File: config.mk
export PLATFORM = sky130hd
export DESIGN_NAME = gdfc_top
export DESIGN_NICKNAME = d
export VERILOG_FILES = /design/src/common/gdfc_pkg.sv /design/src/gdfc_top.sv /design/src/gdfc_regfile.sv
export VERILOG_INCLUDE_DIRS = /design/src /design/src/common
export SDC_FILE = /design/constraint.sdc
export NUM_CORES = 1
export LEC_CHECK = 0
export ABC_AREA = 1
export BUFFER_PORTS_ARGS = -buffer_cell sky130_fd_sc_hd__buf_2
export CELL_PAD_IN_SITES_DETAIL_PLACEMENT = 1
export CELL_PAD_IN_SITES_GLOBAL_PLACEMENT = 2
export CORE_ASPECT_RATIO = 1.5
export CORE_MARGIN = 8
export CORE_UTILIZATION = 30
export DETAILED_ROUTE_END_ITERATION = 16
export GPL_TIMING_DRIVEN = 0
export PLACE_DENSITY_LB_ADDON = 0.1
export SLEW_MARGIN = 20
export SYNTH_ARGS = -nofsm -noshare
export SYNTH_HDL_FRONTEND = slang
export SYNTH_SLANG_ARGS = --single-unit
export TNS_END_PERCENT = 10
File: constraint.sdc
create_clock -name core_clk -period 4.02 [get_ports core_clk]
set_input_delay 0.201 -clock core_clk [delete_from_list [all_inputs] [get_ports core_clk]]
set_output_delay 0.201 -clock core_clk [all_outputs]
set_load 0.05 [all_outputs]
File: src/common/gdfc_defs.svh
`ifndef GDFC_DEFS_SVH
`define GDFC_DEFS_SVH
// Register addresses
`define GDFC_ADDR_LS_CUR      6'h07
`define GDFC_ADDR_GATE_TIM    6'h08
`define GDFC_ADDR_OC_CTRL     6'h09
`define GDFC_ADDR_OC_THR      6'h0A
// Reset values
`define GDFC_RST_LS_CUR       8'hFF
`define GDFC_RST_GATE_TIM     8'h20
`define GDFC_RST_OC_CTRL      8'h20
`define GDFC_RST_OC_THR       8'hDD
// Field positions (low bit)
`define GDFC_SRC_LSB          4
`define GDFC_SNK_LSB          0
`define GDFC_MODE_LSB         6
`define GDFC_TIME_LSB         4
`define GDFC_DEAD_LSB         1
`define GDFC_IND_BIT          0
`define GDFC_PDN_LSB          2
`define GDFC_LVL_BIT          1
// Time units at 50 MHz: cycles per microsecond and per 250 ns
`define GDFC_CLK_MHZ          50
`define GDFC_CYC_PER_US       16'd50
`define GDFC_CYC_PER_QUS      16'd13
`endif

File: src/common/gdfc_pkg.sv
package gdfc_pkg;
   // Monitor response modes
   typedef enum logic [1:0] {
      GDFC_MON_LATCH = 2'h0,
      GDFC_MON_CYCLE = 2'h1,
      GDFC_MON_WARN  = 2'h2,
      GDFC_MON_OFF   = 2'h3
   } gdfc_mon_mode_t;
   // Bridge input control modes
   typedef enum logic [1:0] {
      GDFC_BRG_INDEP = 2'h0,
      GDFC_BRG_PHEN  = 2'h1,
      GDFC_BRG_PWM   = 2'h2,
      GDFC_BRG_SPLIT = 2'h3
   } gdfc_bridge_input_mode_t;
   // Serial port frame states, one-hot
   typedef enum logic [2:0] {
      GDFC_ST_IDLE = 3'b001,
      GDFC_ST_SHIFT = 3'b010,
      GDFC_ST_DONE = 3'b100
   } gdfc_state_t;
endpackage

File: src/gdfc_top.sv
// How it works
// - Low-side source code bits 7:4, reset 1111
// - Low-side sink code bits 3:0, reset 1111
// - Gate-fault mode: latch, cycle, warn, off
// - Drive/blank time 96, 2, 4, 8 us
// - Dead-time codes 0 to 8000 ns
// - Gate fault local shutdown in modes 00/11
// - Overcurrent mode: latch, cycle, warn, off
// - Overcurrent deglitch 1, 2, 4, 8 us
// - Post-fault pulldown: programmed or fixed current
// - Gate monitor threshold 1.4 V or 1.0 V
// - Overcurrent local shutdown in modes 00/11
// - Bridge mode: independent, ph/en, pwm, split
// - Overcurrent thresholds 4-bit, reset 1101
`timescale 1ns/1ps
`default_nettype none
`include "gdfc_defs.svh"
module gdfc_top
   import gdfc_pkg::*;
(
   input  wire logic       core_clk,          // 50 MHz
   input  wire logic       nrst,              // Sync reset, active low
   input  wire logic       spi_cs_n,          // Frame select, active low
   input  wire logic       spi_sclk,          // Serial clock, sampled
   input  wire logic       spi_mosi,          // Serial data in
   output logic            spi_miso,          // Serial data out
   input  wire logic [1:0] bridge_input_mode, // From bridge control register
   input  wire logic       gate_fault_in,     // Raw gate fault event
   input  wire logic       gate_fault_hb,     // Half-bridge of the gate fault
   input  wire logic       oc_fault_in,       // Raw overcurrent comparator
   input  wire logic       oc_fault_hb,       // Half-bridge of the overcurrent
   output logic [3:0]      ls_source_current_code,
   output logic [3:0]      ls_sink_current_code,
   output logic [1:0]      gate_fault_mode,
   output logic [1:0]      drive_and_blank_time,
   output logic [2:0]      inserted_dead_time,
   output logic [1:0]      overcurrent_mode,
   output logic [1:0]      overcurrent_deglitch,
   output logic [3:0]      pulldown_current_code, // Resolved post-fault sink code
   output logic            gate_monitor_threshold,
   output logic [3:0]      high_side_oc_threshold,
   output logic [3:0]      low_side_oc_threshold,
   output logic [15:0]     drive_time_cycles,
   output logic [15:0]     dead_time_cycles,
   output logic [15:0]     deglitch_cycles,
   output logic [1:0]      hb_shutdown,       // Per half-bridge off request
   output logic            fault_warn         // Warning-only report
);
   // Serial frame: bit15 read, bits14:9 address, bits7:0 data
   gdfc_state_t st_reg;                       // Frame state
   gdfc_state_t st_next;
   logic [15:0] sh_reg;                       // Input shift register
   logic [4:0]  cnt_reg;                      // Bit counter
   logic        sclk_d_reg;                   // Delayed clock sample
   logic [7:0]  out_reg;                      // Output shift register
   logic        rd_hit_reg;                   // Frame is a read of a held register
   wire         sclk_rise = spi_sclk & ~sclk_d_reg;
   wire         sclk_fall = ~spi_sclk & sclk_d_reg;
   wire [15:0]  frame     = {sh_reg[14:0], spi_mosi};
   wire [5:0]   addr      = sh_reg[14:9];
   wire         is_read   = sh_reg[15];
   // Address decode
   wire         hit = (addr >= `GDFC_ADDR_LS_CUR) && (addr <= `GDFC_ADDR_OC_THR);
   wire [1:0]   idx = 2'(addr - `GDFC_ADDR_LS_CUR);
   wire         wr_en = (st_reg == GDFC_ST_DONE) && !is_read && hit;
   // Before the eighth rising clock the header sits in the low seven bits
   wire [5:0]   early_addr = sh_reg[5:0];
   wire         rd_hit = sh_reg[6] && (early_addr >= `GDFC_ADDR_LS_CUR) &&
                         (early_addr <= `GDFC_ADDR_OC_THR);
   logic [7:0]  rd_data;
   logic [31:0] regs;
   // Store
   gdfc_regfile u_rf (
      .core_clk (core_clk),
      .nrst     (nrst),
      .wr_en    (wr_en),
      .wr_idx   (idx),
      .wr_data  (sh_reg[7:0]),
      .rd_idx   (2'(early_addr - `GDFC_ADDR_LS_CUR)),
      .rd_data  (rd_data),
      .all_regs (regs)
   );
   // Frame state machine
   always_comb begin
      st_next = st_reg;
      case (st_reg)
         GDFC_ST_IDLE:  if (!spi_cs_n) st_next = GDFC_ST_SHIFT;
         GDFC_ST_SHIFT: begin
            if (spi_cs_n) st_next = (cnt_reg == 5'd16) ? GDFC_ST_DONE : GDFC_ST_IDLE;
         end
         GDFC_ST_DONE:  st_next = GDFC_ST_IDLE;
         default:       st_next = GDFC_ST_IDLE;
      endcase
   end
   // Shifter and counters
   always_ff @(posedge core_clk) begin
      if (!nrst) begin
         st_reg <= GDFC_ST_IDLE;
         sh_reg <= 16'h0000;
         cnt_reg <= 5'd0;
         sclk_d_reg <= 1'b0;
         out_reg <= 8'h00;
         rd_hit_reg <= 1'b0;
      end else begin
         st_reg <= st_next;
         sclk_d_reg <= spi_sclk;
         if (st_reg == GDFC_ST_IDLE) begin
            cnt_reg <= 5'd0;
            rd_hit_reg <= 1'b0;
         end else if (st_reg == GDFC_ST_SHIFT && !spi_cs_n && sclk_rise) begin
            sh_reg <= frame;
            cnt_reg <= (cnt_reg == 5'd16) ? cnt_reg : cnt_reg + 5'd1;
         end
         // Load read data once the address byte is in
         if (st_reg == GDFC_ST_SHIFT && sclk_rise && cnt_reg == 5'd7) begin
            out_reg <= rd_data;
            rd_hit_reg <= rd_hit;
         end else if (sclk_fall && cnt_reg > 5'd8) begin
            out_reg <= {out_reg[6:0], 1'b0};
         end
      end
   end
   // Data out: read data in the second byte, zero otherwise
   always_ff @(posedge core_clk) begin
      if (!nrst) begin
         spi_miso <= 1'b0;
      end else begin
         spi_miso <= (cnt_reg >= 5'd8 && rd_hit_reg) ? out_reg[7] : 1'b0;
      end
   end
   // Field unpack
   wire [7:0] r_cur = regs[7:0];
   wire [7:0] r_tim = regs[15:8];
   wire [7:0] r_oc  = regs[23:16];
   wire [7:0] r_thr = regs[31:24];
   assign ls_source_current_code = r_cur[`GDFC_SRC_LSB +: 4];
   assign ls_sink_current_code   = r_cur[`GDFC_SNK_LSB +: 4];
   assign gate_fault_mode        = r_tim[`GDFC_MODE_LSB +: 2];
   assign drive_and_blank_time   = r_tim[`GDFC_TIME_LSB +: 2];
   assign inserted_dead_time     = r_tim[`GDFC_DEAD_LSB +: 3];
   wire   gate_fault_local_shutdown = r_tim[`GDFC_IND_BIT];
   assign overcurrent_mode       = r_oc[`GDFC_MODE_LSB +: 2];
   assign overcurrent_deglitch   = r_oc[`GDFC_TIME_LSB +: 2];
   wire [1:0] post_fault_pulldown = r_oc[`GDFC_PDN_LSB +: 2];
   assign gate_monitor_threshold = r_oc[`GDFC_LVL_BIT];
   wire   overcurrent_local_shutdown = r_oc[`GDFC_IND_BIT];
   assign high_side_oc_threshold = r_thr[7:4];
   assign low_side_oc_threshold  = r_thr[3:0];
   // Pulldown: programmed sink, else 8, 31, 62 mA codes
   assign pulldown_current_code = (post_fault_pulldown == 2'h0) ? ls_sink_current_code :
                                  (post_fault_pulldown == 2'h1) ? 4'h6 :
                                  (post_fault_pulldown == 2'h2) ? 4'hC : 4'hF;
   // Time codes to cycle counts
   assign drive_time_cycles = (drive_and_blank_time == 2'h0) ? 16'(96 * `GDFC_CLK_MHZ) :
                              16'(`GDFC_CYC_PER_US << drive_and_blank_time);
   assign deglitch_cycles = 16'(`GDFC_CYC_PER_US << overcurrent_deglitch);
   assign dead_time_cycles = (inserted_dead_time < 3'h4) ?
                             16'(`GDFC_CYC_PER_QUS * inserted_dead_time) :
                             16'(`GDFC_CYC_PER_US << (inserted_dead_time - 3'h4));
   // Local shutdown only in independent or split bridge modes
   wire local_ok = (bridge_input_mode == GDFC_BRG_INDEP) ||
                   (bridge_input_mode == GDFC_BRG_SPLIT);
   wire gf_act = gate_fault_in && (gate_fault_mode == GDFC_MON_LATCH ||
                                   gate_fault_mode == GDFC_MON_CYCLE);
   wire oc_act = oc_fault_in && (overcurrent_mode == GDFC_MON_LATCH ||
                                 overcurrent_mode == GDFC_MON_CYCLE);
   wire [1:0] gf_mask = (gate_fault_local_shutdown && local_ok) ?
                        (gate_fault_hb ? 2'b10 : 2'b01) : 2'b11;
   wire [1:0] oc_mask = (overcurrent_local_shutdown && local_ok) ?
                        (oc_fault_hb ? 2'b10 : 2'b01) : 2'b11;
   wire [1:0] gf_sd = gf_act ? gf_mask : 2'b00;
   wire [1:0] oc_sd = oc_act ? oc_mask : 2'b00;
   // Latched faults hold until reset; cycle-by-cycle follow the input
   logic [1:0] latch_reg;
   always_ff @(posedge core_clk) begin
      if (!nrst) begin
         latch_reg <= 2'b00;
      end else begin
         latch_reg <= latch_reg | ((gate_fault_mode == GDFC_MON_LATCH) ? gf_sd : 2'b00)
                                | ((overcurrent_mode == GDFC_MON_LATCH) ? oc_sd : 2'b00);
      end
   end
   assign hb_shutdown = latch_reg | gf_sd | oc_sd;
   assign fault_warn = (gate_fault_in && gate_fault_mode == GDFC_MON_WARN) ||
                       (oc_fault_in && overcurrent_mode == GDFC_MON_WARN);
endmodule
`default_nettype wire

File: src/gdfc_regfile.sv
`timescale 1ns/1ps
`default_nettype none
`include "gdfc_defs.svh"
// Four-entry register store, read data registered
module gdfc_regfile
   import gdfc_pkg::*;
(
   input  wire logic       core_clk,
   input  wire logic       nrst,
   input  wire logic       wr_en,
   input  wire logic [1:0] wr_idx,
   input  wire logic [7:0] wr_data,
   input  wire logic [1:0] rd_idx,
   output logic      [7:0] rd_data,
   output logic      [31:0] all_regs
);
   logic [7:0] mem_reg [4];          // Storage
   // Reset values per entry
   localparam logic [7:0] RST [4] = '{`GDFC_RST_LS_CUR, `GDFC_RST_GATE_TIM,
                                      `GDFC_RST_OC_CTRL, `GDFC_RST_OC_THR};
   genvar gi;
   generate
      for (gi = 0; gi < 4; gi++) begin : g_ent
         // One entry: reset to default, write on select
         always_ff @(posedge core_clk) begin
            if (!nrst) begin
               mem_reg[gi] <= RST[gi];
            end else if (wr_en && wr_idx == 2'(gi)) begin
               mem_reg[gi] <= wr_data;
            end
         end
         assign all_regs[gi*8 +: 8] = mem_reg[gi];
      end
   endgenerate
   // Registered read port
   always_ff @(posedge core_clk) begin
      if (!nrst) begin
         rd_data <= 8'h00;
      end else begin
         rd_data <= mem_reg[rd_idx];
      end
   end
endmodule
`default_nettype wire

==> results of run 1 <==
-- area by class of cell --
type,count,area share (%)
plain buffers,67,9.033
multi-input cells,332,33.30
well taps,192,4.564
clock buffers,12,4.683
clock inverters,4,1.355
repair buffers,74,7.036
flip-flops and latches,77,35.37
inverters,65,4.659
-- per-layer routing --
metal	global-route usage, %	vias to the layer above	routed length [um]
li1	-	1848	-
met1	14.90	1750	5105
met3	2.787	7	497
met5	0	-	0
met4	3.832	0	114
met2	25.86	68	6647
-- kinds of logic after synthesis --
family / after synthesis / synth area share, %
AO/OA/AOI/OAI: 90 / 10.68
XOR/XNOR: 3 / 0.6163
adder cells (fa/ha/maj): 22 / 6.631
buffers and inverters: 132 / 16.90
flip-flops: 77 / 43.66
other: 1 / 0.08794
AND/OR/NAND/NOR: 197 / 21.42
-- cell usage in the layout (no fill, tap or decap), types with 2 or more instances in the layout --
master     netlist  layout
a21oi_1         44      44
buf_2            5      79
buf_4           52      52
buf_6            3       3
bufinv_16        0       2
clkbuf_1         6       8
clkbuf_16        0       9
clkinv_1         1       2
conb_1           1      20
dfxtp_1         45      45
edfxtp_1        32      32
ha_1            21      21
inv_1           63      63
nand2_1         71      71
nand2_2          2       2
nand3_1         51      51
nand3_2          2       2
nand4_1          9       9
nor2_1          46      46
nor2_2           7       7
nor2_4           3       3
nor3_1           2       2
o21ai_0         43      42
o21ai_1          1       2
xor2_1           2       2
-- critical path, cell delays in order, from the launching register on --
cell	delay (ps)
edfxtp_1	480
inv_1	280
ha_1	320
ha_1	250
fa_1	420
xnor2_1	130
o21ai_0	160
buf_2	290
-- power by group --
| part | leakage [uW] | total, uW | internal (uW) | switching, uW |
|---|---|---|---|---|
| logic | 0.00153 | 299 | 73.6 | 226 |
| registers | 0.000626 | 848 | 833 | 14.4 |
| clock network | 0.000150 | 867 | 559 | 308 |
-- metrics by stage --
| stage | worst slack (ps) | total power, uW | util [%] | instances |
|---|---|---|---|---|
| 6_report | 1156 | 2014 | 37.62 | 823 |
| 5_1_grt | 948.4 | 2091 | 37.62 | 823 |
| 4_1_cts | 1123 | 2037 | 37.62 | 823 |
| 3_5_place_dp | 1481 | 1168 | 35.35 | 807 |
| 3_3_place_gp | 1527 | 1163 | 35.35 | 807 |
| 2_1_floorplan | 1057 | 1099 | - | 541 |
-- worst paths after layout --
kind	endpoint	slack, ps	depth (start not counted)
worst max register to register	u_rf.rd_data[5]	1690	9
worst min-delay path	sclk_d_reg	100	3
worst max-delay path	dead_time_cycles[5]	1160	7
worst min register to register	sh_reg[15]	460	2
==> metrics.cfg, run 1 <==
[place]
hpwlAfterDp_um = 9817
io_buffers = 74
place_area_um2 = 4946
globalplace.congestion = 0.7518

[global_routing]
overflow = 0
grt_max_degree = 13
grt_pass1_wl_um = 19940
grt_pass1_vias = 3816
track_usage_pct = 13.68
antenna_found_initial = 0

[routing]
vias = 3673
finalWirelength_um = 12370
drtPass1Iterations = 4
drcViolationCount = 0
drt_iter0_markers = 121
avgViaCountPerCell = 4.463
postRouteAntennaNets = 0
wl_per_cell_um = 15.02

[finish]
seq_area_um2 = 1862
largest_reg_flops = 32
area_delta_synth_final_pct = 23.44
fin_area_um2 = 5264
nets = 659
fillers = 1722
multiInputGateArea_um2 = 1753
drive_gt1_share_pct = 26.15
antenna_cells = 0

[clock_tree]
ctsLongestPathBuffers = 2
cts.htree.levels = 3
clock-sinks = 77
hold_buffers = 0
cts.clk_slew.worst_paths_ps = 60
numCtsBuffers = 9
cts_tree = yes
post_cts_buffers = 0
cts-root-buf = clkbuf_16
clkLatencyLatePin_ps = 330
cts-resized-gates = 0

[die]
ios = 95
floorplan.initialDensity_pct = 30.47
rows = 53
fp.dieH_um = 162.0
die_w_um = 113.3
fp.coreArea_um2 = 13990
dieArea_um2 = 18360

[timing]
max_freq_mhz = 349.2
maxSlewViolCount = 0
finalSetupViolCount = 0
slew_headroom_pct = 46.14
whs_ps = 98.64
tightest_slew_ps = 802.5
hold_viol = 0
fin_worst_skew_ps = 6.816
finalCriticalPeriod_ps = 2864
fin_tns_setup_ps = 0
fin_crit_sh_pct = 71.24
rsz0062_at_grt = no

[logic_synthesis]
yosysSeqAreaShare_pct = 43.66
synth_edf_count = 32
synth_common_cells = 71 x nand2_1, 63 x inv_1, 52 x buf_4
yosys.area.top_type = edfxtp_1
syn_inst = 522
synth.distinct_cells = 33
synth.avg_cell_area_um2 = 8.169
synth_top_area_share_pct = 22.54
syn_area_um2 = 4264
ys.flop_type = dfxtp_1
yosysMostFrequentCell = nand2_1
synth_warnings = 0
synthTopCellsByArea = edfxtp_1 23%, dfxtp_1 21%, buf_4 9.2%, nand2_1 6.3%, ha_1 6.2%
synth-seq-cells = 77
synthArstFlopShare_pct = 0

[power]
leakage_uw = 0.002302
ir_drop_v = 0.0002064
power_density_nw_per_um2 = 382.7

[worst_setup_path]
crit_path_start_kind = flop
arrival_ps = 2660
required_ps = 3820
end_kind = output port
reg2reg_from = sh_reg[0]
critPathLaunch = u_rf.mem_reg[1][2]
cp_max_fo = 8
critPathKind = flop to output port

[worst_hold_path]
min-delay-start = spi_sclk
hp-class = primary input to flop

[run]
cap_violations = 0

[status]
status = finished, final reports clean

Power figures use the tool's default switching activity.
==> run 2, diff against run 1 <==
ABC_AREA = 0   (was 1)
clock period = 2.72 ns   (was 4.02 ns; I/O delays follow)
==> run 2 against run 1 <==
  * Synthesized cell count shrank 20%
  * Via count is 14% lower
  * Highest routed layer unchanged
  * Die area down 0.29%
  * Routed wire length shrank 8.3%
  * Total power grew 47%
  * Register-to-register slack got worse by 1400 ps
==> metrics.cfg, run 2 <==
[finish]
fillers = 1608
drive_gt1_share_pct = 32.95
layout_commonest_cell = buf_2
antenna_cells = 0
area_delta_synth_final_pct = 22.73
layout_common_cells = 76 x buf_2, 52 x buf_4, 49 x nand2_1
largest_reg_flops = 32
final_core_util_pct = 37.46
nets = 553

[clock_tree]
hold_buffers = 0
clkLatencyLatePin_ps = 330
ctsLongestPathBuffers = 2
cts_tree = yes
clock-sinks = 77
cts.htree.levels = 3
numCtsBuffers = 9
cts.clk_slew.worst_paths_ps = 60
cts-root-buf = clkbuf_16

[power]
switchingPower_uw = 809.0
pwr-share-clk_pct = 42.0
power_density_nw_per_um2 = 567.5
p_int_uw = 2151
ir_drop_v = 0.0002903
comb_power_share_pct = 15.5
p_sw_share_pct = 27.33
leakage_uw = 0.002157
power_frac_seq_pct = 42.6

[die]
fp.coreArea_um2 = 13930
die_w_um = 113.2
dieArea_um2 = 18310
fp.dieH_um = 161.8
ios = 95
floorplan.initialDensity_pct = 30.52
rows = 53

[place]
dpl_worst_slack_ps = -350.9
globalplace.congestion = 0.7375
hpwlAfterDp_um = 9079
io_buffers = 73

[logic_synthesis]
synth_top_area_share_pct = 22.61
synth_common_cells = 51 x buf_4, 49 x nand2_1, 45 x dfxtp_1
synth_warnings = 0
ys.flop_type = dfxtp_1
synthTopCellsByArea = edfxtp_1 23%, dfxtp_1 21%, buf_4 9.0%, ha_1 6.2%, nand2_1 4.3%
yosys.area.top_type = edfxtp_1
syn_inst = 416
yosysSeqAreaShare_pct = 43.80
synth-seq-cells = 77
synth.avg_cell_area_um2 = 10.22
synth_edf_count = 32
synth.distinct_cells = 55
syn_area_um2 = 4250
yosysMostFrequentCell = buf_4
synthArstFlopShare_pct = 0

[timing]
fin_tns_setup_ps = 0
fin_crit_sh_pct = 94.35
fin_worst_skew_ps = 6.461
tightest_slew_ps = 794.1
finalSetupViolCount = 0
setup_slack_ps = 153.7
maxSlewViolCount = 0
hold_viol = 0
finalCriticalPeriod_ps = 2566
whs_ps = 37.34
max_freq_mhz = 389.7
rsz0062_at_grt = no
slew_headroom_pct = 46.65

[worst_hold_path]
min-delay-start = spi_sclk
hp-class = primary input to flop

[run]
cap_violations = 0

[global_routing]
grt_pass1_vias = 3377
antenna_found_initial = 0
track_usage_pct = 12.78
grt_pass1_wl_um = 18220
grt_max_degree = 14
overflow = 0

[worst_setup_path]
critPathKind = flop to output port
cp_max_fo = 5
required_ps = 2580
crit_path_start_kind = flop
reg2reg_from = sh_reg[0]
end_kind = output port
critPathLaunch = u_rf.mem_reg[1][1]
arrival_ps = 2430

[routing]
finalWirelength_um = 11340
postRouteAntennaNets = 0
vias = 3159
drcViolationCount = 0
wl_per_cell_um = 16.43
drt_iter0_markers = 103
avgViaCountPerCell = 4.578
drtPass1Iterations = 4

[status]
status = finished, final reports clean

run 2: changes by cell type after synthesis, moves of 8 or more:
cell      before  now
inv_1         63   21
a21oi_1       44    3
nand3_1       51   13
o21ai_0       43    6
nor2_1        46   11
and2_1         0   28
nand2_1       71   49
a21boi_0       0   14
nand2b_1       0   14
a21boi_1       0    9
mux4_2         0    8
nand4_1        9    1
run 2: path summary, 6_finish.rpt:
kind / end / slack [ps] / depth (start not counted)
worst min register to register: out_reg[0] / 450 / 2
worst max register to register: u_rf.rd_data[4] / 260 / 6
worst min-delay path: sclk_d_reg / 40 / 2
worst max-delay path: dead_time_cycles[5] / 150 / 8
run 2: metrics by stage:
| stage | instance area, um^2 | cells | power (uW) |
|---|---|---|---|
| floorplan | 4322 | 435 | 1646 |
| global placement | 4893 | 673 | 1741 |
| detailed placement | 4893 | 673 | 1747 |
| CTS | 5216 | 690 | 3003 |
| global route | 5216 | 690 | 3074 |
| finish | 5216 | 690 | 2960 |
run 2: logic make-up (layout without fill, tap and decap cells):
kind of cell	count (synthesis)	in the layout	share of synthesized area [%]
compound gates	55	55	9.096
buf+inv	87	177	12.63
fa+ha+maj	22	22	6.653
other cells	1	20	0.08823
flops	77	77	43.80
xor+xnor	6	6	1.236
simple gates	155	155	21.02
mux	13	13	5.475
run 2: area by class of cell:
class	instances	area [um^2]	area share (%)
multi-input combinational	271	1923	36.87
sequential	77	1862	35.69
buffer	66	460.4	8.827
timing repair buffer	74	372.9	7.148
clock buffer	13	271.5	5.205
tap	165	206.4	3.958
inverter	21	78.83	1.511
clock inverter	3	41.29	0.7916
run 2: power groups by stage:
| stage | clock (uW) | sequential, uW | combinational (uW) |
|---|---|---|---|
| floorplan | 0 | 1280 | 370 |
| global placement | 0 | 1290 | 455 |
| detailed placement | 0 | 1290 | 460 |
| CTS | 1280 | 1260 | 464 |
| global route | 1320 | 1260 | 489 |
| finish | 1240 | 1260 | 458 |
run 2: layer usage:
metal / wire, um / track usage (%) / share of wire [%] / up-vias
met5: 0 / 0 / 0 / -
met1: 4582 / 13.71 / 40 / 1530
met3: 438 / 3.084 / 3.9 / 9
li1: - / - / - / 1561
met2: 6096 / 23.49 / 54 / 59
met4: 218 / 4.805 / 1.9 / 0
run 2: critical path, stage by stage (launching register included):
cell and delay, ps:
edfxtp_1 450, inv_1 160, ha_1 270, ha_1 240, fa_1 410, xor2_1 160, nand2_1 70, o21ai_0 70
buf_2 280
run 2: timing repair:
item                                    in CTS  in global routing
buffers inserted                             1                  0
gates resized for setup                      2                  0
endpoints found under the setup margin      10                  0
